--- src/buck_pair_defs.svh ---
// constants for the buck pair phase configuration block
// Summary of operation
// fuse code picks single, dual or independent
// software writes both channel register sets identically
// dual phase switches channels half period apart
// combined schemes regulate from channel a feedback
// independent scheme uses each channel's own settings
// scheme latched at start-up, never changed after
`ifndef BUCK_PAIR_DEFS_SVH
`define BUCK_PAIR_DEFS_SVH
`define SCHEME_SINGLE_0 2'h0
`define SCHEME_SINGLE_1 2'h1
`define SCHEME_DUAL 2'h2
`define SCHEME_INDEP 2'h3
`define SCHEME_RESET 2'h0
`define PHASE_PERIOD 8'h28
`define PHASE_HALF 8'h14
`define PHASE_RESET 8'h00
`endif

--- src/buck_pair_pkg.sv ---
// types for the buck pair phase configuration block
package buck_pair_pkg;
    typedef enum logic [1:0] {
        SCHEME_SINGLE = 2'b00,
        SCHEME_DUAL = 2'b01,
        SCHEME_INDEP = 2'b10
    } pair_scheme_t;
    typedef struct packed {
        logic [3:0] channel_switching_mode;
        logic [6:0] voltage_set;
        logic enable;
    } channel_ctrl_t;
endpackage

--- src/buck_pair_phase_config.sv ---
// pairing scheme selection and channel steering for the buck pair
`include "buck_pair_defs.svh"
`timescale 1ns/1ps
`default_nettype none
module buck_pair_phase_config
    import buck_pair_pkg::*;
(
    input wire logic clk_in,
    input wire logic rst_n_in,
    input wire logic [1:0] pair_scheme_field_in,
    input wire logic fuse_valid_in,
    input wire logic channel_a_feedback_in,
    input wire logic channel_b_feedback_in,
    input wire channel_ctrl_t channel_a_ctrl_in,
    input wire channel_ctrl_t channel_b_ctrl_in,
    output logic [1:0] pair_scheme_sel_out,
    output logic scheme_locked_out,
    output channel_ctrl_t buck_channel_a_ctrl_out,
    output channel_ctrl_t buck_channel_b_ctrl_out,
    output logic channel_a_feedback_out,
    output logic channel_b_feedback_out,
    output logic channel_a_switch_node_out,
    output logic channel_b_switch_node_out
);
    function automatic pair_scheme_t decode_scheme(input logic [1:0] f);
        pair_scheme_t s;
        s = SCHEME_SINGLE;
        if (f == `SCHEME_DUAL) begin
            s = SCHEME_DUAL;
        end else if (f == `SCHEME_INDEP) begin
            s = SCHEME_INDEP;
        end
        return s;
    endfunction

    // two-flop synchronisers for the pin inputs
    logic fuse_valid_s1_reg;
    logic fuse_valid_s2_reg;
    logic [1:0] field_s1_reg;
    logic [1:0] field_s2_reg;
    logic fb_a_s1_reg;
    logic fb_a_s2_reg;
    logic fb_b_s1_reg;
    logic fb_b_s2_reg;

    always_ff @(posedge clk_in or negedge rst_n_in) begin
        if (!rst_n_in) begin
            fuse_valid_s1_reg <= 1'b0;
            fuse_valid_s2_reg <= 1'b0;
            field_s1_reg <= `SCHEME_RESET;
            field_s2_reg <= `SCHEME_RESET;
            fb_a_s1_reg <= 1'b0;
            fb_a_s2_reg <= 1'b0;
            fb_b_s1_reg <= 1'b0;
            fb_b_s2_reg <= 1'b0;
        end else begin
            fuse_valid_s1_reg <= fuse_valid_in;
            fuse_valid_s2_reg <= fuse_valid_s1_reg;
            field_s1_reg <= pair_scheme_field_in;
            field_s2_reg <= field_s1_reg;
            fb_a_s1_reg <= channel_a_feedback_in;
            fb_a_s2_reg <= fb_a_s1_reg;
            fb_b_s1_reg <= channel_b_feedback_in;
            fb_b_s2_reg <= fb_b_s1_reg;
        end
    end


    // scheme capture, once only
    logic locked_reg;
    logic locked_next;
    logic [1:0] sel_reg;
    logic [1:0] sel_next;
    pair_scheme_t scheme;

    always_comb begin
        locked_next = locked_reg;
        sel_next = sel_reg;
        if (!locked_reg && fuse_valid_s2_reg) begin
            locked_next = 1'b1;
            sel_next = field_s2_reg;
        end
    end
    always_ff @(posedge clk_in or negedge rst_n_in) begin
        if (!rst_n_in) begin
            locked_reg <= 1'b0;
            sel_reg <= `SCHEME_RESET;
        end else begin
            locked_reg <= locked_next;
            sel_reg <= sel_next;
        end
    end
    assign scheme = decode_scheme(sel_reg);

    // free-running phase counter
    logic [7:0] phase_reg;
    logic [7:0] phase_next;

    always_comb begin
        phase_next = phase_reg + 8'h01;
        if (phase_reg == `PHASE_PERIOD - 8'h01) begin
            phase_next = `PHASE_RESET;
        end
    end

    always_ff @(posedge clk_in or negedge rst_n_in) begin
        if (!rst_n_in) begin
            phase_reg <= `PHASE_RESET;
        end else begin
            phase_reg <= phase_next;
        end
    end

    // switching starts on a period boundary after lock,
    // so the first a pulse is whole; b starts with a, or after it in dual phase
    logic run_reg;
    logic run_next;

    always_comb begin
        run_next = run_reg;
        if (locked_reg && phase_reg == `PHASE_PERIOD - 8'h01) begin
            run_next = 1'b1;
        end
    end

    always_ff @(posedge clk_in or negedge rst_n_in) begin
        if (!rst_n_in) begin
            run_reg <= 1'b0;
        end else begin
            run_reg <= run_next;
        end
    end

    // b runs at a, or half a period behind in dual phase
    logic [7:0] phase_b;
    logic sw_a_next;
    logic sw_b_next;

    always_comb begin
        phase_b = phase_reg;
        if (scheme == SCHEME_DUAL) begin
            if (phase_reg >= `PHASE_HALF) begin
                phase_b = phase_reg - `PHASE_HALF;
            end else begin
                phase_b = phase_reg + `PHASE_HALF;
            end
        end
        sw_a_next = run_reg && buck_channel_a_ctrl_out.enable
            && (phase_reg < `PHASE_HALF);
        sw_b_next = run_reg && buck_channel_b_ctrl_out.enable
            && (phase_b < `PHASE_HALF);
    end

    always_ff @(posedge clk_in or negedge rst_n_in) begin
        if (!rst_n_in) begin
            channel_a_switch_node_out <= 1'b0;
            channel_b_switch_node_out <= 1'b0;
        end else begin
            channel_a_switch_node_out <= sw_a_next;
            channel_b_switch_node_out <= sw_b_next;
        end
    end

    // control steering: a governs both unless independent
    channel_ctrl_t ctrl_a_next;
    channel_ctrl_t ctrl_b_next;

    always_comb begin
        ctrl_a_next = channel_a_ctrl_in;
        ctrl_b_next = channel_a_ctrl_in;
        if (!locked_reg) begin
            ctrl_a_next = '0;
            ctrl_b_next = '0;
        end else if (scheme == SCHEME_INDEP) begin
            ctrl_b_next = channel_b_ctrl_in;
        end
    end

    always_ff @(posedge clk_in or negedge rst_n_in) begin
        if (!rst_n_in) begin
            buck_channel_a_ctrl_out <= '0;
            buck_channel_b_ctrl_out <= '0;
        end else begin
            buck_channel_a_ctrl_out <= ctrl_a_next;
            buck_channel_b_ctrl_out <= ctrl_b_next;
        end
    end

    // feedback steering: b pin ignored unless independent
    logic fb_a_next;
    logic fb_b_next;

    always_comb begin
        fb_a_next = fb_a_s2_reg;
        fb_b_next = fb_a_s2_reg;
        if (!locked_reg) begin
            fb_a_next = 1'b0;
            fb_b_next = 1'b0;
        end else if (scheme == SCHEME_INDEP) begin
            fb_b_next = fb_b_s2_reg;
        end
    end

    always_ff @(posedge clk_in or negedge rst_n_in) begin
        if (!rst_n_in) begin
            channel_a_feedback_out <= 1'b0;
            channel_b_feedback_out <= 1'b0;
        end else begin
            channel_a_feedback_out <= fb_a_next;
            channel_b_feedback_out <= fb_b_next;
        end
    end

    // sel and lock flags leave straight from their flops
    assign pair_scheme_sel_out = sel_reg;
    assign scheme_locked_out = locked_reg;
endmodule
`default_nettype wire

--- config.mk ---
export PLATFORM = sky130hd
export DESIGN_NAME = buck_pair_phase_config
export DESIGN_NICKNAME = d
export VERILOG_FILES = /design/src/buck_pair_pkg.sv /design/src/buck_pair_phase_config.sv
export VERILOG_INCLUDE_DIRS = /design/src
export SDC_FILE = /design/constraint.sdc
export NUM_CORES = 1
export LEC_CHECK = 0
export ABC_AREA = 0
export CAP_MARGIN = 20
export CORE_UTILIZATION = 50
export CTS_CLUSTER_DIAMETER = 150
export DETAILED_ROUTE_END_ITERATION = 16
export DONT_BUFFER_PORTS = 1
export PLACE_DENSITY = 0.68
export SLEW_MARGIN = 25
export SYNTH_ARGS = -nofsm -noshare
export SYNTH_HDL_FRONTEND = slang
export SYNTH_SLANG_ARGS = --single-unit
--- constraint.sdc ---
create_clock -name clk_in -period 2.8 [get_ports clk_in]
set_clock_uncertainty 0.15 [all_clocks]
set_input_delay 0.28 -clock clk_in [delete_from_list [all_inputs] [get_ports clk_in]]
set_output_delay 0.28 -clock clk_in [all_outputs]
set_load 0.05 [all_outputs]
* Yosys cells after proc, flatten, opt, wreduce, memory -nomap -nowiden
Index checks and enable logic that the tools add are counted. W data, S select, Z words.
Word-level totals: logic and storage cells 51, register bits after elaboration 50, output and inout port bits 31, bits of input ports 31
Operators by class: eq/ne operators 5, reduce and logical (&&, ||, !) cells 7, $lt $le $gt $ge 3, multiplexer cells 11, $add $sub $neg 3
Operators with widths (number):
- $mux W12 | 3
- $mux W8 | 3
- $lt A8 B5 Y1 const B | 2
- $add A8 B1 Y8 const B | 1
- $add A8 B5 Y8 const B | 1
- $eq A8 B6 Y1 const B | 1
- $ge A8 B5 Y1 const B | 1
- $sub A8 B5 Y8 const B | 1
- $eq A2 B2 Y1 const B | 3
- $logic_and A1 B1 Y1 | 6
- $mux W2 | 2
- $mux W1 | 3
- $eq A2 B1 Y1 const B | 1
- $logic_not A1 Y1 | 1

* Logic depth before layout (Yosys ltp)
Gate-level depths: netlist (run 1).
depth after elaboration 7, gate-level depth with buffers 7, mapped depth without buffers 7

* Worst setup path after synthesis (run 1)
OpenSTA, ideal clock, no wires.
kind flip-flop to flip-flop, from reg phase_reg[2], to reg channel_b_switch_node_out, required time 2.563 ns, clock period less this slack 1.847 ns, arrival 1.611 ns, cell stages (with the launch flop) 8, library setup time 0.087 ns, setup slack 0.953 ns, path buffers 0, cells stage by stage dfrtp_1 -> inv_1 -> ha_1 -> a21bo_2 -> a21oi_2 -> xor2_1 -> a32oi_1 -> a211oi_2
On the way: word-level cells in the longest chain between the ends 5, elaborated cells on any way between the ends 7, those cells by class 2 x add/sub; 2 x order compare; 2 x mux; 1 x reduce/logical
Ends and longest elaborated chain:
- start, declared | line buck_pair_phase_config.sv:96 | logic [7:0] phase_reg;
- start signal, assigned | line buck_pair_phase_config.sv:108 | phase_reg <= `PHASE_RESET;
- start signal, assigned | line buck_pair_phase_config.sv:110 | phase_reg <= phase_next;
- $add A8 B5 Y8 (no source line), or another cell as far along
- $mux W8 | line buck_pair_phase_config.sv:142 | if (phase_reg >= `PHASE_HALF) begin
- $mux W8 * | line buck_pair_phase_config.sv:141 | if (scheme == SCHEME_DUAL) begin
- $lt A8 B5 Y1 (no source line) *
- $logic_and A1 B1 Y1 * | line buck_pair_phase_config.sv:150 | sw_b_next = run_reg && buck_channel_b_ctrl_out.enable
- via sw_b_next | line buck_pair_phase_config.sv:137 | logic sw_b_next;
- end signal, assigned | line buck_pair_phase_config.sv:160 | channel_b_switch_node_out <= sw_b_next;
- end, declared | line buck_pair_phase_config.sv:23 | output logic channel_b_switch_node_out
The timed path passes the listed nets; every way through them passes the cells marked *. A chain may end at the register's enable or synchronous reset.

==> flow_metrics.env, run 1 <==
export IMPL_outcome="completed"
export IMPL_p_switching_uw=428.4
export IMPL_overflow=0
export IMPL_via_count=1441
export IMPL_io_pins=62
export IMPL_syn_area_per_cell_um2=11.08
export IMPL_ir_drop_mv=0.4540
export IMPL_core_area_mm2=0.003799
export IMPL_crit_buf_inv=1
export IMPL_crit_path_cell_trace="and2_1, nand2_1, a21boi_0, dlygate4sd3_1"
export IMPL_clk_latency_ns=0.29
export IMPL_first_iter_violations=106
export IMPL_grt_pass1_vias=1456
export IMPL_drive_gt1_share_pct=6.849
export IMPL_wl_per_cell_um=16.06
export IMPL_slew_violations=0
export IMPL_rsz0062_at_grt="no"
export IMPL_grt_max_degree=51
export IMPL_slowest_stage="dfrtp_1"
export IMPL_min_period_ns=2.315
export IMPL_area_growth_syn_to_layout_pct=23.19
export IMPL_port_buffers=0
export IMPL_setup_tns_ns=0
export IMPL_seq_power_share_pct=60.5
export IMPL_num_nets_final=254
export IMPL_crit_type="flip-flop to flip-flop"
export IMPL_numCtsBuffers=5
export IMPL_die_area_mm2=0.004382
export IMPL_critPathTopFamily="flip-flops"
export IMPL_max_freq_mhz=432.0
export IMPL_worst_pin_slew_ns=0.6514
export IMPL_clkPwrFrac_pct=31.9
export IMPL_async_flop_share_pct=100.0
export IMPL_slowest_delay_ns=0.72
export IMPL_dp_hpwl_mm=2.844
export IMPL_grt_antenna_before_repair=0
export IMPL_num_rows=22
export IMPL_start_kind="flip-flop"
export IMPL_final_cell_mix="50 x dfrtp_1, 36 x nand2_1, 32 x dlygate4sd3_1"
export IMPL_hold_violations=0
export IMPL_synthesis_nets=222
export IMPL_cts_tree="built"
export IMPL_combPwrFrac_pct=7.6
export IMPL_switching_share_pct=28.23
export IMPL_syn_area_mm2=0.002061
export IMPL_final_common_cell="dfrtp_1"
export IMPL_drt_antenna_violating_nets=0
export IMPL_via_per_inst=5.397
export IMPL_gp_congestion=0.8270
export IMPL_power_density_mw_per_mm2=597.9
export IMPL_clockBufferDepth=2
export IMPL_clk_pin_slew_ns=0.09
export IMPL_root_buffer="clkbuf_8"
export IMPL_whs_ns=0.003727
export IMPL_grt_pass1_wl_mm=7.024
export IMPL_hold_class="primary input to flip-flop"
export IMPL_leakage_nw=1.113
export IMPL_synth_seq_cells=50
export IMPL_cp_end_kind="flip-flop"
export IMPL_p_int_mw=1.089
export IMPL_ctsResizeCount=0
export IMPL_cts_sinks=50
export IMPL_synth_seq_area_share_pct=60.72
export IMPL_synth_edf_count=0
export IMPL_relSlewSlack_pct=56.24
export IMPL_arrival_ns=2.39
export IMPL_postSynthCellCount=186
export IMPL_die_y_um=66.20
export IMPL_grt_use_total_pct=22.30
export IMPL_finalCritPeriodShare_pct=82.68
export IMPL_synthDistinctLibCells=35
export IMPL_die_w_um=66.20
export IMPL_setup_viol=0
export IMPL_drt_pass1_iter_count=4
export IMPL_synth_ff_type="dfrtp_1"
export IMPL_htree_num_levels=2
export IMPL_worstPathRequired_ns=2.87
export IMPL_n_antenna_cell=0
export IMPL_drc=0
export IMPL_postRouteWirelength_mm=4.288
export IMPL_initial_core_util_pct=54.25
export IMPL_crit_path_max_fanout=13
export IMPL_ys_warn_count=0
export IMPL_maxCapViolations=0
## cell usage after synthesis, types with 3 or more instances
library cell	instances	area share (%)
nand2_1	36	6.6
nor2_1	11	2.0
inv_1	4	0.73
xnor2_1	5	2.1
a21oi_1	3	0.73
and2_1	14	4.2
nand3_1	4	0.97
xor2_1	3	1.3
ha_1	5	3.0
a21boi_0	13	4.7
nor2b_1	3	0.91
nor3_1	3	0.73
dfrtp_1	50	61
clkbuf_1	6	1.1
## metrics by stage
stage	std cells	setup WS, ns	cell area (um^2)	power [mW]	util [%]
floorplan	186	0.9527	2061	0.9695	-
global placement	226	0.8308	2085	0.9849	54.87
detailed placement	226	0.7981	2085	0.9903	54.87
CTS	266	0.5474	2529	1.523	66.57
global route	267	0.2937	2539	1.578	66.83
finish	267	0.4850	2539	1.518	66.83
## worst paths after layout
path	startpoint	end	slack [ns]	depth (start not counted)
worst max-delay path	pair_scheme_sel_out[1]	buck_channel_b_ctrl_out[2]	0.49	4
worst max register to register	pair_scheme_sel_out[1]	buck_channel_b_ctrl_out[2]	0.49	4
min in group asynchronous	rst_n_in	buck_channel_a_ctrl_out[9]	0.32	2
worst min-delay path	channel_a_ctrl_in[3]	buck_channel_b_ctrl_out[3]	0.004	2
max in group asynchronous	rst_n_in	phase_reg[5]	1.95	2
worst min register to register	field_s1_reg[0]	field_s2_reg[0]	0.21	0
## power by group through the flow
stage	registers, mW	clock network, mW	logic, mW
2_1_floorplan	0.924	0	0.0454
3_3_place_gp	0.931	0	0.0538
3_5_place_dp	0.933	0	0.0570
4_1_cts	0.918	0.491	0.114
5_1_grt	0.922	0.526	0.130
6_report	0.918	0.485	0.116
## metal layers
metal | up-vias | share of wire (%) | track usage [%]
met5 | - | 0 | 0
met4 | 0 | 1.3 | 9.043
met3 | 7 | 6.6 | 6.207
met2 | 50 | 52 | 39.67
met1 | 712 | 40 | 24.89
li1 | 672 | - | -
## timing repair
item / CTS / global route
hold buffers: 32 / 1
setup endpoints to repair: 0 / 0
endpoints found under the hold margin: 79 / 1
buffers inserted: 0 / 0
## cells by family after synthesis
family	after synthesis	synth area share [%]
compound gates	29	10.56
simple gates	79	18.34
xor+xnor	8	3.400
buf+inv	13	2.853
mux	2	1.093
flops	50	60.72
fa+ha+maj	5	3.036
## final cells by class
class / count / area (um^2)
clock inverter: 1 / 30.03
clock buffer: 7 / 76.32
inverter: 4 / 15.01
fill: 284 / 1260
multi-input combinational: 123 / 750.7
timing repair buffer: 34 / 355.3
tap: 48 / 60.06
sequential: 50 / 1251
(Power assumes the default switching activity.)
==> run 2, diff against run 1 <==
- PLACE_DENSITY: 0.68 -> 0.71
- clock period: 2.8 -> 2 ns (I/O delays scaled with it)
==> flow_metrics.env, run 2 (same netlist as run 1, synthesis figures left out) <==
export IMPL_route_top_layer_used="met4"
export IMPL_drive_gt1_share_pct=14.04
export IMPL_regToRegStartpoint="phase_reg[2]"
export IMPL_min_period_ns=1.884
export IMPL_first_iter_violations=149
export IMPL_clk_latency_ns=0.30
export IMPL_cts_tree="built"
export IMPL_via_count=1491
export IMPL_numCtsBuffers=5
export IMPL_overflow=0
export IMPL_clockBufferDepth=2
export IMPL_dp_hpwl_mm=2.761
export IMPL_worst_pin_slew_ns=0.5179
export IMPL_maxCapViolations=0
export IMPL_power_density_mw_per_mm2=784.4
export IMPL_crit_path_max_fanout=7
export IMPL_slowest_stage="dfrtp_2"
export IMPL_wl_per_cell_um=15.92
export IMPL_via_per_inst=5.402
export IMPL_die_y_um=66.20
export IMPL_cp_end_kind="flip-flop"
export IMPL_reg2reg_depth=7
export IMPL_finalCritPeriodShare_pct=94.18
export IMPL_grt_pass1_vias=1510
export IMPL_htree_num_levels=2
export IMPL_hold_violations=0
export IMPL_rsz0062_at_grt="no"
export IMPL_clk_pin_slew_ns=0.09
export IMPL_drt_antenna_violating_nets=0
export IMPL_root_buffer="clkbuf_8"
export IMPL_core_area_mm2=0.003799
export IMPL_gp_congestion=0.8525
export IMPL_met1Wirelength_mm=1.692
export IMPL_final_cell_mix="49 x dfrtp_1, 35 x nand2_1, 32 x dlygate4sd3_1"
export IMPL_port_buffers=0
export IMPL_relSlewSlack_pct=65.47
export IMPL_die_area_mm2=0.004382
export IMPL_grt_use_total_pct=21.92
export IMPL_drt_pass1_iter_count=4
export IMPL_die_w_um=66.20
export IMPL_num_nets_final=263
export IMPL_num_rows=22
export IMPL_min_path_cells=0
export IMPL_pre_cts_ws_ns=0.02044
export IMPL_area_growth_syn_to_layout_pct=26.90
export IMPL_finalNonFillerCells=276
export IMPL_postRouteWirelength_mm=4.393
export IMPL_worstPathRequired_ns=2.07
export IMPL_leakage_nw=1.153
export IMPL_slowest_delay_ns=0.44
export IMPL_grt_pass1_wl_mm=6.934
export IMPL_hp_start="field_s1_reg[0]"
export IMPL_routed_wl_met2_mm=2.258
export IMPL_met3WireLength_um=315
export IMPL_max_freq_mhz=530.9
export IMPL_hold_class="flip-flop to flip-flop"
export IMPL_ir_drop_mv=0.5154
export IMPL_min_to="field_s2_reg[0]"
export IMPL_outcome="completed"
export IMPL_drc=0
export IMPL_numPlacedInstances=234
export IMPL_worstReg2RegEnd="channel_b_switch_node_out"
export IMPL_io_pins=62
export IMPL_final_common_cell="dfrtp_1"
export IMPL_timing_reg2reg_setup_slack_ns=0.12
export IMPL_cts_sinks=50
export IMPL_n_antenna_cell=0
export IMPL_setup_ws_ns=0.1165
export IMPL_initial_core_util_pct=54.25
export IMPL_slew_violations=0
export IMPL_start_kind="flip-flop"
export IMPL_crit_path_cell_trace="inv_2, ha_4, a21bo_2, a21oi_2, xor2_1, a32oi_1, a211oi_2"
export IMPL_grt_antenna_before_repair=0
export IMPL_setup_tns_ns=0
export IMPL_setup_viol=0
export IMPL_arrival_ns=1.95
export IMPL_crit_type="flip-flop to flip-flop"
export IMPL_grt_max_degree=51
[run 2: routing by layer]
metal,track usage (%),up-vias
met5,0,-
met4,12.23,0
met3,6.379,13
met2,37.88,65
met1,23.87,720
li1,-,693
[run 2: worst max-delay path: cells and delay by family (launching register included)]
kind / cells / cell delay, ns
xor gates and xnor gates: 1 / 0.16
DFF: 1 / 0.44
buffers and inverters: 1 / 0.10
AOI/OAI and AO/OA: 4 / 0.78
adders and majority gates: 1 / 0.17
[run 2: timing repair]
item                                    4_1_cts  5_1_grt
buffers inserted                              0        1
pin swaps                                     0        1
hold endpoints to repair                     79        0
gates cloned                                  0        0
hold buffers                                 33        0
endpoints found under the setup margin        1        3
resized for setup                             1        7
[run 2: worst max path at each step]
| stage | start | depth (start not counted) | to | slack, ns |
|---|---|---|---|---|
| 3_5_place_dp | phase_reg[2] | 7 | channel_b_switch_node_out | 0.02 |
| 4_1_cts | phase_reg[2] | 7 | channel_b_switch_node_out | 0.03 |
| 3_3_place_gp | phase_reg[2] | 7 | channel_b_switch_node_out | 0.12 |
| 5_1_grt | phase_reg[2] | 7 | channel_b_switch_node_out | 0.02 |
| 6_report | phase_reg[2] | 7 | channel_b_switch_node_out | 0.12 |
| 2_1_floorplan | phase_reg[2] | 7 | channel_b_switch_node_out | 0.15 |
[run 2: report_power, final]
| group | total [mW] | leakage (nW) | switching, mW | internal (mW) |
|---|---|---|---|---|
| Clock | 0.597 | 0.0482 | 0.317 | 0.279 |
| Sequential | 1.27 | 0.589 | 0.199 | 1.07 |
| Combinational | 0.188 | 0.516 | 0.0977 | 0.0902 |
| Total | 2.05 | 1.15 | 0.614 | 1.44 |
[run 2: cell type report]
cell class              instances  area [um^2]
inverters                       4        15.01
repair buffers                 43        422.9
multi-input cells             123        773.2
clock inverters                 1        5.005
well taps                      48        60.06
clock buffers                   7        86.33
flip-flops and latches         50         1252
fillers                       285         1184
[run 2: per-stage QoR]
step	area [um^2]	power [mW]	util, %	hold slack, ns
after floorplan	2061	1.357	-	-0.2456
after global placement	2145	1.382	56.46	-0.2446
after detailed placement	2145	1.392	56.46	-0.2446
after CTS	2586	2.056	68.08	0.2069
after global routing	2615	2.128	68.84	0.2112
final	2615	2.051	68.84	0.2050
==> run 3, diff against run 2 <==
--- a/config.mk
+++ b/config.mk
@@ -10,4 +10,5 @@
 export CAP_MARGIN = 20
 export CORE_UTILIZATION = 50
+export CTS_BUF_LIST = sky130_fd_sc_hd__clkbuf_2
 export CTS_CLUSTER_DIAMETER = 150
 export DETAILED_ROUTE_END_ITERATION = 16
==> constraint.sdc (replaced) <==
create_clock -name clk_in -period 2 [get_ports clk_in]
set_clock_uncertainty 0.15 [all_clocks]
set_input_delay 0.1 -clock clk_in [delete_from_list [all_inputs] [get_ports clk_in]]
set_output_delay 0.1 -clock clk_in [all_outputs]
set_load 0.05 [all_outputs]
==> flow_metrics.env, run 3 (same netlist as run 1, synthesis figures left out) <==
export IMPL_port_buffers=0
export IMPL_setup_viol=0
export IMPL_grt_max_degree=51
export IMPL_via_count=1493
export IMPL_worstPathRequired_ns=2.24
export IMPL_start_kind="flip-flop"
export IMPL_clk_latency_ns=0.46
export IMPL_drc=0
export IMPL_leakage_nw=1.152
export IMPL_num_nets_final=266
export IMPL_initial_core_util_pct=54.25
export IMPL_area_growth_syn_to_layout_pct=25.80
export IMPL_overflow=0
export IMPL_worst_pin_slew_ns=0.5094
export IMPL_slew_violations=0
export IMPL_power_density_mw_per_mm2=728.0
export IMPL_hp_start="pair_scheme_field_in[0]"
export IMPL_min_to="field_s1_reg[0]"
export IMPL_final_cell_mix="50 x dfrtp_1, 35 x nand2_1, 35 x dlygate4sd3_1"
export IMPL_grt_pass1_vias=1569
export IMPL_htree_num_levels=2
export IMPL_final_common_cell="dfrtp_1"
export IMPL_reg2reg_depth=6
export IMPL_min_path_cells=1
export IMPL_cts_tree="built"
export IMPL_worstReg2RegEnd="channel_b_switch_node_out"
export IMPL_rsz0062_at_grt="no"
export IMPL_pre_cts_ws_ns=0.04440
export IMPL_clockBufferDepth=2
export IMPL_crit_path_max_fanout=6
export IMPL_hold_violations=0
export IMPL_clk_pin_slew_ns=0.24
export IMPL_regToRegStartpoint="phase_reg[2]"
export IMPL_grt_pass1_wl_mm=7.038
export IMPL_gp_congestion=0.9050
export IMPL_crit_type="flip-flop to flip-flop"
export IMPL_core_area_mm2=0.003799
export IMPL_timing_reg2reg_setup_slack_ns=0.06
export IMPL_numCtsBuffers=5
export IMPL_via_per_inst=5.351
export IMPL_grt_use_total_pct=22.59
export IMPL_hold_class="primary input to flip-flop"
export IMPL_die_area_mm2=0.004382
export IMPL_whs_ns=0.03730
export IMPL_drt_pass1_iter_count=4
export IMPL_wl_per_cell_um=15.75
export IMPL_maxCapViolations=0
export IMPL_dp_hpwl_mm=2.735
export IMPL_arrival_ns=2.18
export IMPL_nFillCells=295
export IMPL_finalCritPeriodShare_pct=97.11
export IMPL_root_buffer="clkbuf_2"
export IMPL_relSlewSlack_pct=66.04
export IMPL_grt_antenna_before_repair=0
export IMPL_n_antenna_cell=0
export IMPL_first_iter_violations=131
export IMPL_num_rows=22
export IMPL_drt_antenna_violating_nets=0
export IMPL_die_y_um=66.20
export IMPL_setup_tns_ns=0
export IMPL_power_mw=1.887
export IMPL_io_pins=62
export IMPL_outcome="completed"
export IMPL_postRouteWirelength_mm=4.394
export IMPL_cts_sinks=50
export IMPL_cp_end_kind="flip-flop"
export IMPL_min_period_ns=1.942
export IMPL_ir_drop_mv=0.4743
export IMPL_setup_ws_ns=0.05784
export IMPL_max_freq_mhz=514.9
export IMPL_drive_gt1_share_pct=12.99
export IMPL_die_w_um=66.20
[run 3: area by class of cell]
type	count	area [um^2]	share of cell area (%)
clock buffers	5	25.02	0.9652
clock inverters	3	21.27	0.8205
multi-input cells	123	767.0	29.58
well taps	48	60.06	2.317
inverters	4	15.01	0.5791
flip-flops and latches	50	1251	48.26
repair buffers	46	452.9	17.47
[run 3: stage by stage]
stage / utilization [%] / cell area [um^2] / instances
floorplan: - / 2061 / 186
global placement: 56.65 / 2152 / 235
detailed placement: 56.65 / 2152 / 235
CTS: 67.82 / 2576 / 279
global route: 68.25 / 2592 / 279
finish: 68.25 / 2592 / 279
[run 3: what timing repair did]
item                                   in CTS  in global routing
endpoints found under the hold margin      79                  0
setup buffers                               0                  0
hold buffers                               36                  0
resized for setup                           0                  6
setup endpoints to repair                   0                  9
[run 3: layer usage]
metal | GRT usage [%] | vias to the layer above | part of all wire, %
met1 | 23.44 | 728 | 39
met2 | 39.03 | 57 | 51
met3 | 7.069 | 12 | 7.9
met5 | 0 | - | 0
met4 | 14.63 | 0 | 2.5
li1 | - | 696 | -
[run 3: critical path: stages, from the launching register on]
cell	delay (ns)
dfrtp_1	0.50
ha_1	0.28
a21bo_2	0.26
a21oi_2	0.15
xor2_1	0.17
a32oi_1	0.14
a211oi_2	0.24
[run 3: how the worst max path moves through the flow]
stage / start / endpoint / slack [ns] / cells past startpoint
final: phase_reg[2] / channel_b_switch_node_out / 0.06 / 6
after floorplan: phase_reg[2] / channel_b_switch_node_out / 0.15 / 7
after global routing: phase_reg[2] / channel_b_switch_node_out / 0.02 / 6
after global placement: phase_reg[2] / channel_b_switch_node_out / 0.18 / 7
after CTS: phase_reg[2] / channel_b_switch_node_out / 0.002 / 7
after detailed placement: phase_reg[2] / channel_b_switch_node_out / 0.04 / 7
[run 3: report_power, final]
| part | total, mW | switching (mW) | leakage, nW | internal, mW |
|---|---|---|---|---|
| Combinational | 0.216 | 0.109 | 0.530 | 0.107 |
| Sequential | 1.26 | 0.190 | 0.591 | 1.07 |
| Clock | 0.411 | 0.324 | 0.0306 | 0.0872 |
